### src/pkg/pmwe_pkg.sv
`default_nettype none
package pmwe_pkg;

    localparam int NUM_WIN   = 2;
    localparam int NUM_LINES = 6;
    localparam int CPU_AW    = 16;
    localparam int WB_AW     = 8;
    localparam int WB_DW     = 32;

    // Register byte offsets on the bus.
    localparam logic [WB_AW-1:0] OFS_LINE_ASSIGN = 8'h00;
    localparam logic [WB_AW-1:0] OFS_WIN_SIZE    = 8'h04;
    localparam logic [WB_AW-1:0] OFS_WIN_BASE    = 8'h08;
    localparam logic [WB_AW-1:0] OFS_BANK1       = 8'h0c;
    localparam logic [WB_AW-1:0] OFS_BANK2       = 8'h10;
    localparam logic [WB_AW-1:0] OFS_CONTROL     = 8'h14;
    localparam logic [WB_AW-1:0] OFS_STATUS      = 8'h18;

    // Field positions.
    localparam int POS_SIZE1   = 0;
    localparam int POS_SIZE2   = 2;
    localparam int POS_BASE1   = 0;
    localparam int POS_BASE2   = 4;
    localparam int POS_ROM_EN  = 0;
    localparam int POS_ROM_LOW = 1;
    localparam int POS_EXP_EN  = 2;
    localparam int POS_ST_HIT1 = 0;
    localparam int POS_ST_HIT2 = 1;
    localparam int POS_ST_EXT  = 2;
    localparam int POS_ST_ON   = 3;

    // Reset values.
    localparam logic [5:0] RST_LINE_ASSIGN = 6'h00;
    localparam logic [1:0] RST_SIZE        = 2'h0;
    localparam logic [2:0] RST_BASE        = 3'h0;
    localparam logic [5:0] RST_BANK        = 6'h00;
    localparam logic       RST_ROM_EN      = 1'b1;
    localparam logic       RST_ROM_LOW     = 1'b0;
    localparam logic       RST_EXP_EN      = 1'b0;

    // Window size codes.
    localparam logic [1:0] SZ_OFF = 2'h0;
    localparam logic [1:0] SZ_8K  = 2'h1;
    localparam logic [1:0] SZ_16K = 2'h2;
    localparam logic [1:0] SZ_32K = 2'h3;

    localparam logic [1:0] MID_BASE_MSB = 2'h1;
    localparam logic [CPU_AW-1:0] VEC_EXT_ADDR = 16'h7ffe;

endpackage
`default_nettype wire

### src/logic/pmwe_window_decode.sv
`timescale 1ns/10ps
`default_nettype none
module pmwe_window_decode
    import pmwe_pkg::*;
(
    input  wire logic [1:0]          winSize,
    input  wire logic [2:0]          winBase,
    input  wire logic [CPU_AW-1:0]   addr,
    output logic                     hit,
    output logic                     midBase,
    output logic [NUM_LINES-1:0]     useMask
);
    always_comb begin
        midBase = (winSize == SZ_32K) && (winBase[2:1] == MID_BASE_MSB);
        hit     = 1'b0;
        useMask = 6'h00;
        case (winSize)
            SZ_8K: begin
                hit     = (addr[15:13] == winBase);
                useMask = 6'h3f;
            end
            SZ_16K: begin
                hit     = (addr[15:14] == winBase[2:1]);
                useMask = 6'h3e;
            end
            SZ_32K: begin
                useMask = 6'h3c;
                if (midBase) begin
                    hit = (addr[15:14] == 2'h1) || (addr[15:14] == 2'h2);
                end else begin
                    hit = (addr[15] == winBase[2]);
                end
            end
            default: begin
                hit     = 1'b0;
                useMask = 6'h00;
            end
        endcase
    end
endmodule
`default_nettype wire

### src/logic/pmwe_top.sv
`timescale 1ns/10ps
`default_nettype none

// What this block does
// - Two windows, each disabled or 8, 16 or 32 Kbytes in size.
// - Inside an active window the bank lines carry the bank number and low CPU bits the offset.
// - A shared pin drives a bank line only when its assignment bit is set, else it is GPIO.
// - Assigned low three bank lines replace CPU address bits 15 to 13.
// - Offset bits are 12:0, 13:0 or 14:0 for 8K, 16K or 32K windows.
// - A 32K window at 0x4000 drives inverted CPU bit 14 on bank line 1 while active.
// - Window one wins where the windows overlap.
// - Internal registers, RAM and EEPROM are served on chip in every bank.
// - On-chip ROM is served only in banks whose upper three bank bits are zero.
// - The reset vector comes from ROM unless ROM is off or relocated low.
// - An external vector fetch with expansion on reads 0x7ffe and 0x7fff.
// - Size codes are 00 off, 01 8K, 10 16K and 11 32K.
// - An assigned low line that no window uses still drives the CPU bit; lines 3 to 5 drive zero.
module pmwe_top
    import pmwe_pkg::*;
(
    input  wire logic                         sys_clk,
    input  wire logic                         reset_n,
    input  wire logic                         wb_cyc_i,
    input  wire logic                         wb_stb_i,
    input  wire logic                         wb_we_i,
    input  wire logic [pmwe_pkg::WB_AW-1:0]   wb_adr_i,
    input  wire logic [3:0]                   wb_sel_i,
    input  wire logic [pmwe_pkg::WB_DW-1:0]   wb_dat_i,
    output logic      [pmwe_pkg::WB_DW-1:0]   wb_dat_o,
    output logic                              wb_ack_o,
    input  wire logic [pmwe_pkg::CPU_AW-1:0]  cpuAddr,
    input  wire logic                         cpuVectorFetch,
    input  wire logic                         onChipHit,
    input  wire logic                         romHit,
    input  wire logic [pmwe_pkg::NUM_LINES-1:0] gpioDrive,
    input  wire logic [pmwe_pkg::NUM_LINES-1:0] gpioOe,
    input  wire logic [pmwe_pkg::NUM_LINES-1:0] pinIn,
    output logic      [pmwe_pkg::NUM_LINES-1:0] gpioIn,
    output logic      [pmwe_pkg::NUM_LINES-1:0] pinOut,
    output logic      [pmwe_pkg::NUM_LINES-1:0] pinOe,
    output logic      [pmwe_pkg::CPU_AW-1:0]  memAddr,
    output logic                              externalSel,
    output logic                              onChipSel,
    output logic                              win1Active,
    output logic                              win2Active
);
    import pmwe_pkg::*;

    typedef struct packed {
        logic [NUM_LINES-1:0] lineAssign;
        logic [1:0]           size1;
        logic [1:0]           size2;
        logic [2:0]           base1;
        logic [2:0]           base2;
        logic [NUM_LINES-1:0] bank1;
        logic [NUM_LINES-1:0] bank2;
        logic                 romEn;
        logic                 romLow;
        logic                 expEn;
        logic                 ack;
        logic [WB_DW-1:0]     rdData;
        logic [CPU_AW-1:0]    memAddr;
        logic [NUM_LINES-1:0] pinOut;
        logic [NUM_LINES-1:0] pinOe;
        logic                 extSel;
        logic                 onSel;
        logic                 hit1;
        logic                 hit2;
        logic [NUM_LINES-1:0] sync1;
        logic [NUM_LINES-1:0] sync2;
        logic [NUM_LINES-1:0] sync3;
        logic [NUM_LINES-1:0] gpioIn;
    } pmwe_state_s;

    pmwe_state_s st;
    pmwe_state_s nxt_st;

    logic                 vecExt;
    logic [CPU_AW-1:0]    effAddr;
    logic [1:0]           winSize [NUM_WIN];
    logic [2:0]           winBase [NUM_WIN];
    logic                 winHit  [NUM_WIN];
    logic                 winMid  [NUM_WIN];
    logic [NUM_LINES-1:0] winMask [NUM_WIN];
    logic                 selHit1;
    logic                 selHit2;
    logic                 anyHit;
    logic                 selMid;
    logic [NUM_LINES-1:0] selMask;
    logic [NUM_LINES-1:0] selBank;
    logic [NUM_LINES-1:0] cpuHigh;
    logic [NUM_LINES-1:0] lineVal;
    logic                 romOk;
    logic                 onChip;
    logic                 busReq;
    logic                 busWr;
    logic [NUM_LINES-1:0] syncEq;

    // Vector goes external when ROM is off or relocated.
    assign vecExt = cpuVectorFetch && (!st.romEn || st.romLow);

    assign effAddr = (vecExt && st.expEn)
                   ? {VEC_EXT_ADDR[CPU_AW-1:1], cpuAddr[0]}
                   : cpuAddr;

    assign winSize[0] = st.size1;
    assign winSize[1] = st.size2;
    assign winBase[0] = st.base1;
    assign winBase[1] = st.base2;

    genvar gw;
    generate
        for (gw = 0; gw < NUM_WIN; gw++) begin : g_win
            pmwe_window_decode u_dec (
                .winSize (winSize[gw]),
                .winBase (winBase[gw]),
                .addr    (effAddr),
                .hit     (winHit[gw]),
                .midBase (winMid[gw]),
                .useMask (winMask[gw])
            );
        end
    endgenerate

    assign selHit1 = winHit[0];
    assign selHit2 = winHit[1] && !winHit[0];
    assign anyHit  = selHit1 || selHit2;
    assign selMid  = selHit1 ? winMid[0] : winMid[1];
    assign selMask = selHit1 ? winMask[0] : (selHit2 ? winMask[1] : 6'h00);
    assign selBank = selHit1 ? st.bank1 : st.bank2;
    assign cpuHigh = {3'h0, effAddr[15:13]};

    // Bank bits from the current decode, registered onto the pins one cycle later.
    genvar gi;
    generate
        for (gi = 0; gi < NUM_LINES; gi++) begin : g_line
            // Used lines carry the bank number.
            // Unused low lines carry the CPU bit, except line 1 in a 32K window at 0x4000, which carries inverted bit 14; upper lines carry zero.
            assign lineVal[gi] = (anyHit && selMask[gi]) ? selBank[gi]
                               : (gi == 1 && anyHit && selMid) ? ~effAddr[14]
                               : cpuHigh[gi];
        end
    endgenerate

    // ROM only in banks with upper bits zero.
    assign romOk  = romHit && st.romEn && !vecExt
                 && (!anyHit || (selBank[5:3] == 3'h0));
    assign onChip = onChipHit || romOk;

    assign busReq = wb_cyc_i && wb_stb_i && !st.ack;
    assign busWr  = busReq && wb_we_i && wb_sel_i[0];
    assign syncEq = ~(st.sync2 ^ st.sync3);

    always_comb begin
        nxt_st = st;
        nxt_st.ack = busReq;
        nxt_st.rdData = '0;
        if (busWr) begin
            if (wb_adr_i == OFS_LINE_ASSIGN) begin
                nxt_st.lineAssign = wb_dat_i[NUM_LINES-1:0];
            end else if (wb_adr_i == OFS_WIN_SIZE) begin
                nxt_st.size1 = wb_dat_i[POS_SIZE1 +: 2];
                nxt_st.size2 = wb_dat_i[POS_SIZE2 +: 2];
            end else if (wb_adr_i == OFS_WIN_BASE) begin
                nxt_st.base1 = wb_dat_i[POS_BASE1 +: 3];
                nxt_st.base2 = wb_dat_i[POS_BASE2 +: 3];
            end else if (wb_adr_i == OFS_BANK1) begin
                nxt_st.bank1 = wb_dat_i[NUM_LINES-1:0];
            end else if (wb_adr_i == OFS_BANK2) begin
                nxt_st.bank2 = wb_dat_i[NUM_LINES-1:0];
            end else if (wb_adr_i == OFS_CONTROL) begin
                nxt_st.romEn  = wb_dat_i[POS_ROM_EN];
                nxt_st.romLow = wb_dat_i[POS_ROM_LOW];
                nxt_st.expEn  = wb_dat_i[POS_EXP_EN];
            end
        end
        if (busReq && !wb_we_i) begin
            if (wb_adr_i == OFS_LINE_ASSIGN) begin
                nxt_st.rdData[NUM_LINES-1:0] = st.lineAssign;
            end else if (wb_adr_i == OFS_WIN_SIZE) begin
                nxt_st.rdData[POS_SIZE1 +: 2] = st.size1;
                nxt_st.rdData[POS_SIZE2 +: 2] = st.size2;
            end else if (wb_adr_i == OFS_WIN_BASE) begin
                nxt_st.rdData[POS_BASE1 +: 3] = st.base1;
                nxt_st.rdData[POS_BASE2 +: 3] = st.base2;
            end else if (wb_adr_i == OFS_BANK1) begin
                nxt_st.rdData[NUM_LINES-1:0] = st.bank1;
            end else if (wb_adr_i == OFS_BANK2) begin
                nxt_st.rdData[NUM_LINES-1:0] = st.bank2;
            end else if (wb_adr_i == OFS_CONTROL) begin
                nxt_st.rdData[POS_ROM_EN]  = st.romEn;
                nxt_st.rdData[POS_ROM_LOW] = st.romLow;
                nxt_st.rdData[POS_EXP_EN]  = st.expEn;
            end else if (wb_adr_i == OFS_STATUS) begin
                nxt_st.rdData[POS_ST_HIT1] = st.hit1;
                nxt_st.rdData[POS_ST_HIT2] = st.hit2;
                nxt_st.rdData[POS_ST_EXT]  = st.extSel;
                nxt_st.rdData[POS_ST_ON]   = st.onSel;
            end
        end
        // Assigned low lines replace CPU bits 15 to 13.
        nxt_st.memAddr = effAddr;
        for (int k = 0; k < 3; k++) begin
            if (st.lineAssign[k]) begin
                nxt_st.memAddr[13+k] = lineVal[k];
            end
        end
        // Pin ownership between bank line and GPIO.
        nxt_st.pinOut = (st.lineAssign & lineVal) | (~st.lineAssign & gpioDrive);
        nxt_st.pinOe  = st.lineAssign | gpioOe;
        nxt_st.extSel = !onChip;
        nxt_st.onSel  = onChip;
        nxt_st.hit1   = selHit1;
        nxt_st.hit2   = selHit2;
        nxt_st.sync1  = pinIn;
        nxt_st.sync2  = st.sync1;
        nxt_st.sync3  = st.sync2;
        nxt_st.gpioIn = (syncEq & st.sync3) | (~syncEq & st.gpioIn);
    end

    always_ff @(posedge sys_clk or negedge reset_n) begin
        if (!reset_n) begin
            st            <= '0;
            st.lineAssign <= RST_LINE_ASSIGN;
            st.size1      <= RST_SIZE;
            st.size2      <= RST_SIZE;
            st.base1      <= RST_BASE;
            st.base2      <= RST_BASE;
            st.bank1      <= RST_BANK;
            st.bank2      <= RST_BANK;
            st.romEn      <= RST_ROM_EN;
            st.romLow     <= RST_ROM_LOW;
            st.expEn      <= RST_EXP_EN;
        end else begin
            st <= nxt_st;
        end
    end

    assign wb_dat_o    = st.rdData;
    assign wb_ack_o    = st.ack;
    assign gpioIn      = st.gpioIn;
    assign pinOut      = st.pinOut;
    assign pinOe       = st.pinOe;
    assign memAddr     = st.memAddr;
    assign externalSel = st.extSel;
    assign onChipSel   = st.onSel;
    assign win1Active  = st.hit1;
    assign win2Active  = st.hit2;
endmodule
`default_nettype wire

### config.mk
export PLATFORM = sky130hd
export DESIGN_NAME = pmwe_top
export DESIGN_NICKNAME = d
export VERILOG_FILES = /design/src/pkg/pmwe_pkg.sv /design/src/logic/pmwe_window_decode.sv /design/src/logic/pmwe_top.sv
export SDC_FILE = /design/constraint.sdc
export NUM_CORES = 1
export LEC_CHECK = 0
export ABC_AREA = 1
export BUFFER_PORTS_ARGS = -buffer_cell sky130_fd_sc_hd__buf_2
export CORE_ASPECT_RATIO = 0.5
export CORE_MARGIN = 2
export CORE_UTILIZATION = 25
export CTS_CLUSTER_DIAMETER = 30
export DETAILED_ROUTE_END_ITERATION = 8
export PLACE_DENSITY_LB_ADDON = 0.2
export SYNTH_ARGS = -nofsm -noshare
export SYNTH_HDL_FRONTEND = slang
export SYNTH_SLANG_ARGS = --single-unit
### constraint.sdc
create_clock -name sys_clk -period 1.8 [get_ports sys_clk]
set_clock_uncertainty 0.05 [all_clocks]
set_input_delay 0.18 -clock sys_clk [delete_from_list [all_inputs] [get_ports sys_clk]]
set_output_delay 0.18 -clock sys_clk [all_outputs]
set_load 0.01 [all_outputs]
==> results of run 1 <==
## layout make-up
| cell class | instances | area share [%] |
|---|---|---|
| multi-input combinational | 293 | 26.2 |
| timing repair buffer | 201 | 21.6 |
| clock buffer | 9 | 3.59 |
| tap | 240 | 4.78 |
| sequential | 95 | 37.9 |
| inverter | 77 | 4.64 |
| clock inverter | 7 | 1.29 |
## how the worst max path moves through the flow
| stage | cells past startpoint | start | end |
|---|---|---|---|
| after floorplan | 16 | st[91] | memAddr[15] |
| after global placement | 15 | st[90] | memAddr[15] |
| after detailed placement | 15 | st[90] | memAddr[15] |
| after CTS | 16 | st[91] | externalSel |
| after global routing | 16 | st[91] | externalSel |
| final | 14 | st[91] | pinOut[1] |
## sequential cells by signal, indices dropped and copies added, names as in the netlist, named ones only
signal and cells:
st 37, win1Active 1, nxt_st 12, pinOe 6, win2Active 1, pinOut 6, externalSel 1, memAddr 16
wb_dat_o 7, wb_ack_o 1, onChipSel 1
## layer usage
metal | routed length [um] | up-vias | track usage, % | part of all wire (%)
li1 | - | 1860 | - | -
met1 | 6300 | 1759 | 18.9 | 49
met2 | 5650 | 104 | 21.1 | 44
met3 | 711 | 7 | 3.43 | 5.6
met4 | 112 | 0 | 3.32 | 0.88
met5 | 0 | - | 0 | 0
## cell usage in the layout (no fill, tap or decap), types with 2 or more instances in the layout
cell type      count
nand2_4            5
clkinv_8           2
nand4_1            2
buf_6              2
nor3_1             4
inv_6              2
nand2_1          100
maj3_1             6
or2_2              7
nand3_1           29
inv_8              2
nand2_2           13
nand3_4            2
ha_1               8
o211ai_1           2
conb_1            25
nand3_2            9
a221oi_1           4
o21ai_1            2
dlygate4sd3_1     31
nand2_8            2
inv_2              3
nor2_1            15
buf_2            102
buf_4             64
dfrtp_1           94
a21oi_1            9
o31ai_4            2
clkbuf_16          9
o221ai_1           4
inv_1             73
o21ai_0           32
## where the power goes
group	internal (W)	switching (W)
combinational	0.000194	0.000228
sequential	0.00221	0.0000298
clock	0.000995	0.000972
total	0.00339	0.00123
## per-stage QoR
| stage | hold WS [ns] | area [sq um] | power [W] | std cells | util, % |
|---|---|---|---|---|---|
| detailed placement | 0.119 | 5480 | 0.00264 | 870 | 30.1 |
| finish | 0.0228 | 6280 | 0.00462 | 922 | 34.5 |
| floorplan | -0.166 | 4720 | 0.00252 | 537 | - |
| global route | 0.0190 | 6280 | 0.00484 | 922 | 34.5 |
| global placement | 0.113 | 5480 | 0.00264 | 870 | 30.1 |
| CTS | 0.00138 | 6170 | 0.00471 | 921 | 33.9 |
## worst max-delay path: stages, from the launching register on
cell     delay, ns
dfstp_2       0.56
nand2_4       0.09
nand3_4       0.15
nand2_4       0.09
nand2_1       0.07
nand2_1       0.04
nor2_1        0.10
nand2_1       0.10
nand2_4       0.10
nand2_8       0.08
buf_8         0.15
o21ai_1       0.15
a21oi_1       0.08
nand2_1       0.09
nand2_1       0.07
## cells in the mapped netlist
cell type	count	share of area, %
nand3b_1	1	0.16
nor4_1	1	0.14
nand3_4	1	0.38
o221ai_1	4	0.76
o211ai_2	1	0.27
nand3_2	2	0.43
nor3_1	4	0.43
nand2_1	116	9.5
nand2_4	3	0.73
a21oi_2	1	0.19
inv_1	76	6.2
nor2_1	16	1.3
inv_2	1	0.081
clkbuf_1	3	0.24
o21ai_1	2	0.22
maj3_1	6	1.3
o31ai_1	1	0.16
buf_6	2	0.49
a31oi_1	1	0.14
dfstp_2	1	0.57
nand3_1	36	3.9
a21oi_1	9	0.98
or2_1	1	0.14
o2111ai_1	1	0.19
buf_4	66	11
nand2_2	1	0.14
ha_1	8	2.2
a22o_1	1	0.19
conb_1	1	0.081
dfrtp_1	94	51
or2_2	7	0.95
nand4_1	2	0.27
o22ai_1	1	0.14
o31ai_2	2	0.54
o21ai_0	32	3.5
a221oi_1	4	0.76
buf_2	2	0.22
o211ai_1	2	0.33
## cells by family after synthesis
group / synth area share [%]
compound gates: 8.34
fa+ha+maj: 3.48
buf+inv: 18.0
flops: 51.7
other cells: 0.0814
simple gates: 18.5
## timing repair
item,in CTS,in global routing
hold buffers,31,0
gates resized for setup,10,26
endpoints found under the setup margin,12,13
setup buffers,3,1
gates cloned,1,0
hold endpoints to repair,59,0
pin swaps,5,14
==> impl_metrics.env, run 1 <==
export IMPL_fin_ws_ns=-0.291
export IMPL_die_w_um=196
export IMPL_clk_pin_slew_ns=0.08
export IMPL_rows=35
export IMPL_viasPerCell=4.05
export IMPL_drt_initial_drc_count=166
export IMPL_hold_viol=0
export IMPL_core_sq_um=18200
export IMPL_finalSetupViolations=12
export IMPL_nNetsFinal=771
export IMPL_reg2reg_depth=14
export IMPL_period_needed_ns=2.09
export IMPL_endpoint_kind="register"
export IMPL_cp_arrival_ns=2.28
export IMPL_ys_ff_latch=95
export IMPL_gp_congestion=0.934
export IMPL_synthDistinctLibCells=38
export IMPL_fillCellCount=1903
export IMPL_clock_root_buffer="clkbuf_16"
export IMPL_drv_cap=0
export IMPL_antenna_found_initial=0
export IMPL_power_density_nw_per_um2=736
export IMPL_first_pass_iters=4
export IMPL_rsz0062_at_grt="true"
export IMPL_dieHeight_um=100
export IMPL_io_pins=157
export IMPL_antenna_left=0
export IMPL_seq_area_frac_synth_pct=51.7
export IMPL_drc=0
export IMPL_num_antenna_cells=0
export IMPL_cp_start_kind="register"
export IMPL_grt_pass1_vias=3694
export IMPL_drv_slew=0
export IMPL_failed_checks="negative setup slack"
export IMPL_syn_inst=513
export IMPL_syn_area_per_cell_sq_um=8.98
export IMPL_r2r_end="pinOut[1]"
export IMPL_area_delta_synth_final_pct=36.4
export IMPL_hp_start="gpioDrive[3]"
export IMPL_cts_tree="done"
export IMPL_post_place_ws_ns=-0.330
export IMPL_multi_input_area_sq_um=1650
export IMPL_min_to="pinOut[3]"
export IMPL_clock_sinks=95
export IMPL_routed_wl_um=12800
export IMPL_worst_hold_path_num_cells=3
export IMPL_htreeDepth=3
export IMPL_required_ns=1.98
export IMPL_status="complete, but fails checks"
export IMPL_grt_pass1_wl_um=20100
export IMPL_max_freq_mhz=478
export IMPL_dp_hpwl_um=9740
export IMPL_register_area_sq_um=2380
export IMPL_r2r_start="st[91]"
export IMPL_fin_setup_tns_ns=-2.44
export IMPL_cp_max_fo=8
export IMPL_initial_core_util_pct=25.3
export IMPL_wl_per_cell_um=13.9
export IMPL_p_leak_nw=3.20
export IMPL_clock_path_buffers=2
export IMPL_layout_drive_gt1_share_pct=34.3
export IMPL_synthesis_area_sq_um=4600
export IMPL_track_usage_pct=13.5
export IMPL_path_class="register to register"
export IMPL_min_path_type="primary input to register"
export IMPL_yosysWarnings=0
export IMPL_die_area_sq_um=19600
export IMPL_num_vias=3730
export IMPL_grt_max_degree=37
export IMPL_io_buffer_count=103
export IMPL_final_period_utilization_pct=116
export IMPL_peakVddDrop_mv=0.345
export IMPL_r2r_setup_slack_ns=-0.29
export IMPL_numCtsBuffers=9
export IMPL_clk_latency_ns=0.35
export IMPL_overflow=0
No activity file was read; power rests on OpenSTA's default activity.
==> run 2: changes to the inputs <==
--- a/config.mk
+++ b/config.mk
@@ -10,6 +10,7 @@
 export CORE_ASPECT_RATIO = 0.5
 export CORE_MARGIN = 2
 export CORE_UTILIZATION = 25
+export CTS_BUF_LIST = sky130_fd_sc_hd__clkbuf_2
 export CTS_CLUSTER_DIAMETER = 30
 export DETAILED_ROUTE_END_ITERATION = 8
 export PLACE_DENSITY_LB_ADDON = 0.2
==> run 2 against run 1 <==
  * The flow still finishes with violations (negative setup slack)
  * Final cell count increased by 2.4%
  * Setup slack worse by 0.055 ns
  * Clock-buffer cell count did not move
  * Critical path depth is 1 higher
  * Die area is the same
  * Design area increased by 1.3%
  * Sequential cell count did not move
  * Largest power group unchanged
==> impl_metrics.env, run 2 (same netlist as run 1, synthesis figures left out) <==
export IMPL_drt_initial_drc_count=213
export IMPL_die_w_um=196
export IMPL_dp_cells=870
export IMPL_drc=0
export IMPL_cpMostUsedCell="nand2_1"
export IMPL_path_class="register to register"
export IMPL_rsz0062_at_grt="true"
export IMPL_cts_tree="done"
export IMPL_endpoint_kind="register"
export IMPL_grt_pass1_wl_um=20600
export IMPL_peakVddDrop_mv=0.273
export IMPL_clk_latency_ns=0.61
export IMPL_cp_max_fo=8
export IMPL_io_buffer_count=103
export IMPL_crit_family="simple AND/OR/NAND/NOR gates"
export IMPL_initial_core_util_pct=25.3
export IMPL_antenna_left=0
export IMPL_fin_ws_ns=-0.346
export IMPL_finalSetupViolations=12
export IMPL_dp_hpwl_um=9740
export IMPL_required_ns=2.32
export IMPL_fin_setup_tns_ns=-3.04
export IMPL_final_cell_mix="buf_2 (102), nand2_1 (98), dfrtp_1 (94), inv_1 (73), buf_4 (63)"
export IMPL_worst_hold_path_num_cells=7
export IMPL_r2r_end="pinOut[1]"
export IMPL_cp_start_kind="register"
export IMPL_overflow=0
export IMPL_wl_per_cell_um=13.9
export IMPL_failed_checks="negative setup slack"
export IMPL_slowest_stage="dfstp_2"
export IMPL_grt_pass1_vias=3792
export IMPL_antenna_found_initial=0
export IMPL_track_usage_pct=13.8
export IMPL_num_antenna_cells=0
export IMPL_clock_root_buffer="clkbuf_2"
export IMPL_htreeDepth=3
export IMPL_top_register="st"
export IMPL_drv_slew=0
export IMPL_hp_start="wb_cyc_i"
export IMPL_drv_cap=0
export IMPL_clk_pin_slew_ns=0.30
export IMPL_num_vias=3843
export IMPL_area_delta_synth_final_pct=38.2
export IMPL_power_density_nw_per_um2=604
export IMPL_mostFrequentLayoutCell="buf_2"
export IMPL_min_path_type="primary input to register"
export IMPL_layout_drive_gt1_share_pct=34.5
export IMPL_slowest_delay_ns=0.63
export IMPL_layout_cells_non_filler=944
export IMPL_hold_viol=0
export IMPL_period_needed_ns=2.15
export IMPL_numCtsBuffers=9
export IMPL_first_pass_iters=4
export IMPL_clock_sinks=95
export IMPL_p_leak_nw=3.24
export IMPL_r2r_setup_slack_ns=-0.35
export IMPL_status="complete, but fails checks"
export IMPL_reg2reg_depth=15
export IMPL_rows=35
export IMPL_final_period_utilization_pct=119
export IMPL_core_sq_um=18200
export IMPL_die_area_sq_um=19600
export IMPL_largest_reg_flops=37
export IMPL_gp_congestion=0.934
export IMPL_cp_arrival_ns=2.66
export IMPL_viasPerCell=4.07
export IMPL_path_cells="nand2_4 -> nand3_4 -> nand2_4 -> nand2_1 -> nand2_1 -> nor2_2 -> nand2_2 -> nand2_4 -> nand2_8 -> buf_8 -> nand2_8 -> nand4_1 -> nand3_1 -> nand2_1 -> nand2_1"
export IMPL_r2r_start="st[91]"
export IMPL_worst_path_buf_inv=1
export IMPL_dieHeight_um=100
export IMPL_grt_max_degree=37
export IMPL_min_to="wb_dat_o[5]"
export IMPL_nNetsFinal=793
export IMPL_io_pins=157
export IMPL_clock_path_buffers=2
export IMPL_max_freq_mhz=466
export IMPL_routed_wl_um=13100
-- run 2: power breakdown --
part / total [W] / internal (W) / switching [W] / leakage, nW
Sequential: 0.00224 / 0.00221 / 0.0000302 / 1.19
Clock: 0.00113 / 0.000244 / 0.000891 / 0.0764
Combinational: 0.000465 / 0.000228 / 0.000238 / 1.97
-- run 2: how the worst max path moves through the flow --
stage,startpoint,end,slack [ns],cells after the start
floorplan,st[91],memAddr[15],-0.06,16
global placement,st[90],memAddr[15],-0.35,15
detailed placement,st[90],memAddr[15],-0.33,15
CTS,st[91],memAddr[14],-0.28,14
global route,st[91],pinOut[1],-0.44,14
finish,st[91],pinOut[1],-0.35,15
-- run 2: per-layer routing --
metal	vias up	routed length (um)	part of all wire (%)	GRT usage [%]
li1	1899	-	-	-
met1	1835	6400	49	19.3
met2	105	5940	45	22.1
met3	4	755	5.8	3.60
met4	0	32	0.24	2.27
met5	-	0	0	0
-- run 2: cell type report --
cell class	count	area, sq um
fill	1893	11900
sequential	95	2380
multi-input combinational	293	1670
timing repair buffer	223	1590
tap	240	300
inverter	77	292
clock inverter	7	81.3
clock buffer	9	45.0
-- run 2: per-stage QoR --
step	util (%)	cell area, sq um	total power [W]	hold slack (ns)	setup slack, ns
floorplan	-	4720	0.00252	-0.166	-0.0570
global placement	30.1	5480	0.00264	0.113	-0.347
detailed placement	30.1	5480	0.00264	0.119	-0.330
CTS	34.2	6230	0.00392	0.0164	-0.283
global route	34.9	6360	0.00406	0.00362	-0.443
finish	34.9	6360	0.00384	0.0578	-0.346
-- run 2: worst register-to-register path, delay by kind of cell (launching register included) --
family	cells	cell delay, ns
buffers and inverters	1	0.15
DFF	1	0.63
and+or+nand+nor	14	1.27
-- run 2: timing repair --
item	CTS	global route
resized for setup	12	34
hold buffers	52	0
cloned	1	0
buffers inserted	4	1
setup endpoints to repair	13	18
hold endpoints to repair	170	0
pin swaps	12	14
